$ cat config.mk
export PLATFORM = sky130hd
export DESIGN_NAME = fifo_sample_format_cfg
export DESIGN_NICKNAME = d
export VERILOG_FILES = /design/src/fifo_cfg_pkg.sv /design/src/fifo_sample_format_cfg.sv /design/src/flicker_sample_shaper.sv
export SDC_FILE = /design/constraint.sdc
export NUM_CORES = 1
export LEC_CHECK = 0
export BUFFER_PORTS_ARGS = -buffer_cell sky130_fd_sc_hd__buf_2
export CORE_MARGIN = 3
export CORE_UTILIZATION = 52
export DETAILED_ROUTE_END_ITERATION = 12
export PLACE_DENSITY = 0.77
export SLEW_MARGIN = 25
export SYNTH_ARGS = -nofsm -noshare
export SYNTH_HDL_FRONTEND = slang
export SYNTH_SLANG_ARGS = --single-unit
$ cat constraint.sdc
create_clock -name mclk -period 5.25 [get_ports mclk]
set_clock_uncertainty 0.2 [all_clocks]
set_input_delay 1.05 -clock mclk [delete_from_list [all_inputs] [get_ports mclk]]
set_output_delay 1.05 -clock mclk [all_outputs]
set_load 0.01 [all_outputs]
$ cat src/fifo_cfg_pkg.sv
// Package: offsets, field positions and reset values of the FIFO write configuration
`default_nettype none
package fifo_cfg_pkg;
  localparam logic [7:0] MOD0_CFG_ADDR   = 8'hF9;
  localparam logic [7:0] MOD1_CFG_ADDR   = 8'hFA;
  localparam int         PUSH_EN_BIT     = 7;
  localparam int         RSVD_BIT        = 6;
  localparam int         COMPRESS_BIT    = 5;
  localparam int         DIFF_BIT        = 4;
  localparam int         WIDTH_MSB       = 3;
  localparam logic [7:0] CFG_RESET       = 8'h8F;
  localparam logic [7:0] CFG_WRITE_MASK  = 8'hBF;
  localparam int         SAMPLE_W        = 16;
  localparam int         COUNT_W         = 16;
endpackage : fifo_cfg_pkg
`default_nettype wire

$ cat src/fifo_sample_format_cfg.sv
// FIFO write configuration registers and push gating for modulators 0 and 1
// Function
// - Per-modulator light push enable, bit 7, resets one
// - Push light only if flicker off or done, or final-after-flicker set
// - Early light needs final-processing-after-flicker set
// - Bit 5 enables flicker compression, resets zero
// - Bit 4 writes sample deltas, resets zero
// - Bits 3:0 keep sample bits 0..N
// - Bit 6 reserved, reads zero
`timescale 1ns/1ps
`default_nettype none
module fifo_sample_format_cfg
(
  // Clock and reset
  input  wire logic                                mclk,
  input  wire logic                                sys_rst,
  // Register port
  input  wire logic                                reg_wr,
  input  wire logic [7:0]                          reg_addr,
  input  wire logic [7:0]                          reg_wdata,
  output logic [7:0]                               reg_rdata,
  output logic                                     reg_hit,
  // Sequencer state
  input  wire logic                                flicker_step_en,
  input  wire logic                                final_after_flicker,
  input  wire logic [fifo_cfg_pkg::COUNT_W-1:0]    light_sample_count,
  input  wire logic [fifo_cfg_pkg::COUNT_W-1:0]    flicker_sample_count,
  // Light results in
  input  wire logic [1:0]                          light_valid,
  input  wire logic [fifo_cfg_pkg::SAMPLE_W-1:0]   light_data0,
  input  wire logic [fifo_cfg_pkg::SAMPLE_W-1:0]   light_data1,
  // Flicker samples in
  input  wire logic [1:0]                          flicker_valid,
  input  wire logic [fifo_cfg_pkg::SAMPLE_W-1:0]   flicker_data0,
  input  wire logic [fifo_cfg_pkg::SAMPLE_W-1:0]   flicker_data1,
  // Light push out
  output logic [1:0]                               light_push,
  output logic [fifo_cfg_pkg::SAMPLE_W-1:0]        light_push_data0,
  output logic [fifo_cfg_pkg::SAMPLE_W-1:0]        light_push_data1,
  // Flicker push out
  output logic [1:0]                               flicker_push,
  output logic [1:0]                               flicker_compress,
  output logic [fifo_cfg_pkg::SAMPLE_W-1:0]        flicker_push_data0,
  output logic [fifo_cfg_pkg::SAMPLE_W-1:0]        flicker_push_data1,
  // Field views
  output logic                                     mod0_light_result_push_en,
  output logic                                     mod1_light_result_push_en,
  output logic [3:0]                               mod0_flicker_sample_bits,
  output logic [3:0]                               mod1_flicker_sample_bits
);
  // ----------------------------------------
  // Configuration registers
  // ----------------------------------------
  logic [7:0] cfg [2];

  function automatic int addr_to_mod(input logic [7:0] a);
    if (a == fifo_cfg_pkg::MOD0_CFG_ADDR)
      return 0;
    else if (a == fifo_cfg_pkg::MOD1_CFG_ADDR)
      return 1;
    else
      return -1;
  endfunction : addr_to_mod

  // One register per modulator, written only on an exact address match
  genvar m;
  generate
    for (m = 0; m < 2; m++)
    begin : g_cfg
      logic [7:0] cfg_ff;
      logic [7:0] nxt_cfg;

      always_comb
      begin
        nxt_cfg = cfg_ff;
        if (reg_wr && addr_to_mod(reg_addr) == m)
          nxt_cfg = reg_wdata & fifo_cfg_pkg::CFG_WRITE_MASK;
      end

      always_ff @(posedge mclk or posedge sys_rst)
      begin
        if (sys_rst)
        begin
          cfg_ff <= fifo_cfg_pkg::CFG_RESET;
        end
        else
        begin
          cfg_ff <= nxt_cfg;
        end
      end

      assign cfg[m] = cfg_ff;
    end
  endgenerate

  // ----------------------------------------
  // Register read-back
  // ----------------------------------------
  // Read mux is combinational; a write shows one edge later
  always_comb
  begin
    reg_hit   = addr_to_mod(reg_addr) >= 0;
    reg_rdata = 8'h00;
    if (addr_to_mod(reg_addr) == 0)
      reg_rdata = cfg[0];
    else if (addr_to_mod(reg_addr) == 1)
      reg_rdata = cfg[1];
  end

  // ----------------------------------------
  // Field views
  // ----------------------------------------
  assign mod0_light_result_push_en = cfg[0][fifo_cfg_pkg::PUSH_EN_BIT];
  assign mod1_light_result_push_en = cfg[1][fifo_cfg_pkg::PUSH_EN_BIT];
  assign mod0_flicker_sample_bits  = cfg[0][fifo_cfg_pkg::WIDTH_MSB:0];
  assign mod1_flicker_sample_bits  = cfg[1][fifo_cfg_pkg::WIDTH_MSB:0];

  // ----------------------------------------
  // Light push gating
  // ----------------------------------------
  logic                              gate_open;
  logic [fifo_cfg_pkg::SAMPLE_W-1:0] lin [2];
  logic [fifo_cfg_pkg::SAMPLE_W-1:0] lpd [2];

  function automatic logic light_gate_open
  (
    input logic                             flicker_on,
    input logic                             final_after,
    input logic [fifo_cfg_pkg::COUNT_W-1:0] light_cnt,
    input logic [fifo_cfg_pkg::COUNT_W-1:0] flicker_cnt
  );
    if (!flicker_on)
      return 1'b1;
    else if (light_cnt >= flicker_cnt)
      return 1'b1;
    else
      return final_after;
  endfunction : light_gate_open

  assign lin[0] = light_data0;
  assign lin[1] = light_data1;

  assign gate_open = light_gate_open(flicker_step_en, final_after_flicker,
                                     light_sample_count, flicker_sample_count);

  generate
    for (m = 0; m < 2; m++)
    begin : g_light
      logic                              push_ff;
      logic                              nxt_push;
      logic [fifo_cfg_pkg::SAMPLE_W-1:0] lpd_ff;
      logic [fifo_cfg_pkg::SAMPLE_W-1:0] nxt_lpd;

      always_comb
      begin
        nxt_push = light_valid[m] && gate_open && cfg[m][fifo_cfg_pkg::PUSH_EN_BIT];
        // Data holds the last result, so a slow FIFO writer still sees it
        nxt_lpd  = light_valid[m] ? lin[m] : lpd_ff;
      end

      always_ff @(posedge mclk or posedge sys_rst)
      begin
        if (sys_rst)
        begin
          push_ff <= 1'b0;
          lpd_ff  <= '0;
        end
        else
        begin
          push_ff <= nxt_push;
          lpd_ff  <= nxt_lpd;
        end
      end

      assign light_push[m] = push_ff;
      assign lpd[m]        = lpd_ff;
    end
  endgenerate

  assign light_push_data0 = lpd[0];
  assign light_push_data1 = lpd[1];

  // ----------------------------------------
  // Flicker sample shaping
  // ----------------------------------------
  // Delta without compression is still applied; keeping the pair legal is the host's duty
  logic [fifo_cfg_pkg::SAMPLE_W-1:0] fin [2];
  logic [fifo_cfg_pkg::SAMPLE_W-1:0] fout [2];
  assign fin[0] = flicker_data0;
  assign fin[1] = flicker_data1;

  generate
    for (m = 0; m < 2; m++)
    begin : g_shape
      flicker_sample_shaper u_shaper
      (
        .mclk         (mclk),
        .sys_rst      (sys_rst),
        .diff_en      (cfg[m][fifo_cfg_pkg::DIFF_BIT]),
        .compress_en  (cfg[m][fifo_cfg_pkg::COMPRESS_BIT]),
        .sample_bits  (cfg[m][fifo_cfg_pkg::WIDTH_MSB:0]),
        .in_valid     (flicker_valid[m]),
        .in_sample    (fin[m]),
        .out_valid    (flicker_push[m]),
        .out_sample   (fout[m]),
        .out_compress (flicker_compress[m])
      );
    end
  endgenerate

  assign flicker_push_data0 = fout[0];
  assign flicker_push_data1 = fout[1];
endmodule : fifo_sample_format_cfg
`default_nettype wire

$ cat src/flicker_sample_shaper.sv
// Flicker sample shaper: optional delta encoding and width truncation per modulator
`timescale 1ns/1ps
`default_nettype none
module flicker_sample_shaper
(
  // Clock and reset
  input  wire logic                                mclk,
  input  wire logic                                sys_rst,
  // Configuration
  input  wire logic                                diff_en,
  input  wire logic                                compress_en,
  input  wire logic [3:0]                          sample_bits,
  // Sample in
  input  wire logic                                in_valid,
  input  wire logic [fifo_cfg_pkg::SAMPLE_W-1:0]   in_sample,
  // Sample out
  output logic                                     out_valid,
  output logic [fifo_cfg_pkg::SAMPLE_W-1:0]        out_sample,
  output logic                                     out_compress
);
  logic [fifo_cfg_pkg::SAMPLE_W-1:0] prev_ff;
  logic [fifo_cfg_pkg::SAMPLE_W-1:0] nxt_prev;
  logic                              valid_ff;
  logic                              nxt_valid;
  logic [fifo_cfg_pkg::SAMPLE_W-1:0] data_ff;
  logic [fifo_cfg_pkg::SAMPLE_W-1:0] nxt_data;
  logic                              comp_ff;
  logic                              nxt_comp;
  logic [fifo_cfg_pkg::SAMPLE_W-1:0] raw;
  logic [fifo_cfg_pkg::SAMPLE_W-1:0] keep_mask;

  always_comb
  begin
    nxt_prev  = prev_ff;
    nxt_valid = in_valid;
    nxt_data  = data_ff;
    nxt_comp  = comp_ff;
    raw = diff_en ? (in_sample - prev_ff) : in_sample;
    keep_mask = {fifo_cfg_pkg::SAMPLE_W{1'b1}} >> (4'hF - sample_bits);
    if (in_valid)
    begin
      nxt_prev = in_sample;
      nxt_data = raw & keep_mask;
      nxt_comp = compress_en;
    end
  end

  always_ff @(posedge mclk or posedge sys_rst)
  begin
    if (sys_rst)
    begin
      prev_ff  <= '0;
      valid_ff <= 1'b0;
      data_ff  <= '0;
      comp_ff  <= 1'b0;
    end
    else
    begin
      prev_ff  <= nxt_prev;
      valid_ff <= nxt_valid;
      data_ff  <= nxt_data;
      comp_ff  <= nxt_comp;
    end
  end

  assign out_valid    = valid_ff;
  assign out_sample   = data_ff;
  assign out_compress = comp_ff;
endmodule : flicker_sample_shaper
`default_nettype wire

Yosys cells after proc, flatten, opt, wreduce, memory -nomap -nowiden. Index checks and enable logic that the tools add are counted.

Register bits: 116. Bits of input ports: 121. Output and inout port bits: 89. Logic and storage cells: 44.

$add $sub $neg: 4. Order comparisons: 2. Equality and inequality tests: 4. Shift-type cells: 2. Muxes and demuxes: 9. Bitwise logic cells: 2. Reductions and logical operators: 7.

Operators with widths (count): 2-to-1 mux 32 bit (3); equality test 32 x 2 -> 1 bit, second input constant (2); AND 16 bit (2); >= comparator 32 x 1 -> 1 bit, second input constant (1); logical NOT 32 bit (1); 2-to-1 mux 16 bit (2); >> shifter 16 x 4 -> 16 bit, first input constant (2); subtractor 16 bit (2); equality test 8 bit, second input constant (2); >= comparator 16 bit (1); 2-to-1 mux 8 bit (2); subtractor 4 bit, first input constant (2); logical AND 1 bit (6); 2-to-1 mux 1 bit (2).

Depth between registers and ports, before layout.
Depth after elaboration: 8. Gate-level depth with buffers: 11. Gate-level depth less buffers: 11.

Cells and area by module. Synthesis repeated with hierarchy kept, for this count alone.

Cells, all modules: 701. Area, all modules: 7059.3 µm².

Modules (own cells, without submodules): fifo_sample_format_cfg (instances 1, cells an instance 183, area each 2403.6 µm², sequential area each 1213.7 µm²); flicker_sample_shaper (g_shape[0].u_shaper) (instances 1, cells an instance 259, area each 2334.7 µm², sequential area each 850.8 µm²); flicker_sample_shaper (g_shape[1].u_shaper) (instances 1, cells an instance 259, area each 2321.0 µm², sequential area each 850.8 µm²).

Worst setup path after synthesis. Ideal clock, no wire load.

Path type: in2out. From: input reg_addr[6]. To: output reg_rdata[0]. Arrival time: 2.062 ns. Required time: 4.000 ns. Slack: 1.938 ns. Stages on the path: 5. Buffers on the path: 1. Cells stage by stage: nand4_1 nor3b_1 and3b_1 clkbuf_1 a22o_1.

Cells in the longest elaborated chain, start to end: 7. Elaborated cells between the ends (all ways): 9. Classes of those cells: 3 x eq/ne; 5 x mux; 1 x reduce/logical.

Ends and longest elaborated chain: start, declared (line fifo_sample_format_cfg.sv:19) `input wire logic [7:0] reg_addr,`; equality test 8 bit (line fifo_sample_format_cfg.sv:59) `else if (a == fifo_cfg_pkg::MOD1_CFG_ADDR)`; 2-to-1 mux 32 bit (line fifo_sample_format_cfg.sv:59); 2-to-1 mux 32 bit * (line fifo_sample_format_cfg.sv:57) `if (a == fifo_cfg_pkg::MOD0_CFG_ADDR)`; 2-to-1 mux 32 bit (line fifo_sample_format_cfg.sv:104) `if (addr_to_mod(reg_addr) == 0)`; equality test 32 x 2 -> 1 bit (line fifo_sample_format_cfg.sv:106) `else if (addr_to_mod(reg_addr) == 1)`; 2-to-1 mux 8 bit (line fifo_sample_format_cfg.sv:106); 2-to-1 mux 8 bit * (line fifo_sample_format_cfg.sv:104); end, declared (line fifo_sample_format_cfg.sv:21) `output logic [7:0] reg_rdata,`.

Mark *: on every way between the ends. The rest lies on a longest branch, timed or not. The select of a mux whose other input is x is not followed.

Final worst setup path.
From: input reg_addr[6]. To: output reg_rdata[3].

Same word-level chain as after synthesis.

==> metrics.txt <==
outcome=completed; die height=approximately 120 µm; crit path capture=reg_rdata[3]; core area=12700 µm²; Post-DRT Antenna Nets=0; VDD IR-drop max=approximately 0.23 mV; clock sink total=116; CTS root buf=clkbuf_16; Syn Std Cell Area=approximately 6800 µm²; CTS Buf Count=17; Setup TNS Final=0 ns; CTS H-tree lvls=4; Skew-Pair Late Insertion Delay=0.41 ns; number of global-route vias before repair=~5500; via count=5773; site row count=41; Setup CP Type=in -> out; Initial Util=0.535; syn nets=855; CP Launch Type=input pin; grt ovf=0; proportion of layout cells with a drive suffix above 1=0.362; global-route wire length before repair=26.5 mm; multi-input logic area=3450 µm²; # IOs=210; Worst R2R Setup Slack=2.41 ns; routed length per instance=15.7 µm; FF/Latch Area=2920 µm²; part of the Yosys area used for sequential elements=0.429; syn_area_per_cell=9.92 µm²; asr flop ratio synth=1.00; Fill cells=1081; Netlist cell types=57; nets=1043; Pwr Density=roughly 310 nW/µm²; Worst EP arrival=2.41 ns; DRT iter0 DRCs=just under 400; Yosys Warn Count=0; CP startpoint=reg_addr[6]; GRT Util Overall=0.229; die area=14500 µm²; initial antenna violation count=0; Post-CTS Setup Bufs=0; LEAKAGE=4.30 nW; minimum clock period=around 3.7 ns; CP Data Required Time=4.00 ns; MaxCap Viol Count=0; Slew headroom=0.447; crit-path max FO=8; Main synth FF type=dfrtp_1; hold-fix buffers at CTS=0; Cells after Synth=around 690; Slew Limit Fails=0; Post-synth EDFFs=0; Layout Utilization=0.666; global placer's final weighted congestion=between 0.8 and 0.9; setup violators final=0; # diodes=0; post-CTS sizing=0; Post-Route WL=16.6 mm; post-synthesis register bit count=roughly 120; Clock Tree Buf Depth=2; Post-DP HPWL=about 12 mm; CP Capture Type=output port; Max Fclk=about 270 MHz; PortBufs=a little over 200; DRC=0; Synth-to-Final Area Change=24.6%; fin crit share=0.697; TritonRoute pass-1 iters=5; Hold Vio Cnt, Final=0; Hold WC Path Type=reg -> reg; worst reg2reg path endpoint=g_shape[1].u_shaper.out_sample[14]$_DFFE_PP0P_; Worst-Margin Slew=around 0.83 ns; CTS clk-pin slew, worst paths=0.06 ns; pin count of the biggest net entering global routing=between 80 and 90; r2r startpoint=g_shape[1].u_shaper.prev_ff[0]$_DFFE_PP0P_; CTS tree=done; die width=about 120 µm; unrepaired setup endpoints after global routing=no; Worst Reg2Reg Path Length in Cells=10; Vias per Instance=5.45
[synth_stat cells (all sizes together) (10+ instances only)]
cell type	n	share of area
a21oi	40	0.029
mux2i	12	0.018
nand2	56	0.031
nand4	10	0.0092
nor2	22	0.012
dfrtp	106	0.39
dfstp	10	0.039
ha	46	0.085
o21ai	59	0.044
buf	11	0.0099
inv	68	0.038
xnor2	18	0.023
clkbuf	30	0.017
mux2	59	0.098
a21o	14	0.016
[worst max-delay path: stages]
cell and delay [ns]:
buf_2 0.09, nand4_1 0.08, nor3b_1 0.39, and3b_1 0.42, a22o_1 0.24, buf_2 0.14
[metal layers]
layer / up-vias / part of all wire / routed length, µm / global-route usage
li1: 2805 / - / - / -
met1: 2773 / 0.43 / 7090 / 0.291
met2: 175 / 0.50 / 8300 / 0.389
met3: 20 / 0.054 / 903 / 0.0519
met4: 0 / 0.017 / 282 / 0.0708
met5: - / 0 / 0 / 0
[power breakdown]
part	internal [mW]	switching, mW
Sequential	0.961	0.0414
Clock	0.660	0.444
Combinational	0.238	0.281
Total	1.86	0.766
[worst min path at each step]
stage | cells after the start | to | from | slack, ns
after floorplan | 1 | g_shape[0].u_shaper.out_compress$_DFFE_PP0P_ | g_shape[0].u_shaper.out_compress$_DFFE_PP0P_ | 0.28
after detailed placement | 1 | g_shape[1].u_shaper.out_sample[11]$_DFFE_PP0P_ | g_shape[1].u_shaper.out_sample[11]$_DFFE_PP0P_ | 0.27
final | 1 | g_shape[1].u_shaper.out_sample[11]$_DFFE_PP0P_ | g_shape[1].u_shaper.out_sample[11]$_DFFE_PP0P_ | 0.28
after global routing | 1 | light_push_data0[11]$_DFFE_PP0P_ | light_push_data0[11]$_DFFE_PP0P_ | 0.31
after CTS | 1 | g_shape[1].u_shaper.out_sample[11]$_DFFE_PP0P_ | g_shape[1].u_shaper.out_sample[11]$_DFFE_PP0P_ | 0.28
after global placement | 1 | g_shape[1].u_shaper.out_sample[11]$_DFFE_PP0P_ | g_shape[1].u_shaper.out_sample[11]$_DFFE_PP0P_ | 0.27
[area by class of cell]
type / count / share of cell area
multi-input cells: 461 / 0.407
flip-flops and latches: 116 / 0.344
repair buffers: 210 / 0.125
clock buffers: 17 / 0.0502
inverters: 68 / 0.0307
well taps: 172 / 0.0254
clock inverters: 15 / 0.0174
[metrics by stage]
stage               cells  setup WS (ns)  area, µm²  power [mW]  hold WS, ns
floorplan             686          0.944       6800        1.37        0.282
global placement     1027           1.60       7900        1.52        0.268
detailed placement   1027           1.58       7900        1.53        0.268
CTS                  1059           1.57       8470        2.65        0.283
global route         1059           1.44       8470        2.77        0.307
finish               1059           1.59       8470        2.63        0.279
[cells in the final DEF, fill, tap and decap left out, types with 12 or more instances in the layout]
cell type and instances:
a21oi_1 40, nor2_1 22, o21ai_0 58, a21o_1 13
mux2_2 59, ha_1 46, dfrtp_1 106, xnor2_1 18
buf_2 207, clkbuf_16 17, mux2i_1 12, inv_1 67
nand2_1 56
[logic make-up (layout without fill, tap and decap cells)]
| kind of cell | Yosys count | after routing | share of synthesized area |
|---|---|---|---|
| XOR/XNOR | 26 | 26 | 0.0335 |
| adder cells (fa/ha/maj) | 48 | 48 | 0.0905 |
| AND/OR/NAND/NOR | 128 | 128 | 0.0903 |
| other | 1 | 1 | 0.000551 |
| AO/OA/AOI/OAI | 187 | 187 | 0.177 |
| buffers and inverters | 109 | 310 | 0.0640 |
| flip-flops | 116 | 116 | 0.429 |
| multiplexers | 71 | 71 | 0.115 |
[flip-flops by register name, summed over array words and instances (netlist names)]
name and flops:
light_push_data1 16, g_shape.u_shaper.prev_ff 32, g_shape.u_shaper.out_compress 2, light_push_data0 16
g_shape.u_shaper.out_valid 2, g_cfg.cfg_ff 14, g_light.push_ff 2, g_shape.u_shaper.out_sample 32
Power figures use the tool's default switching activity.
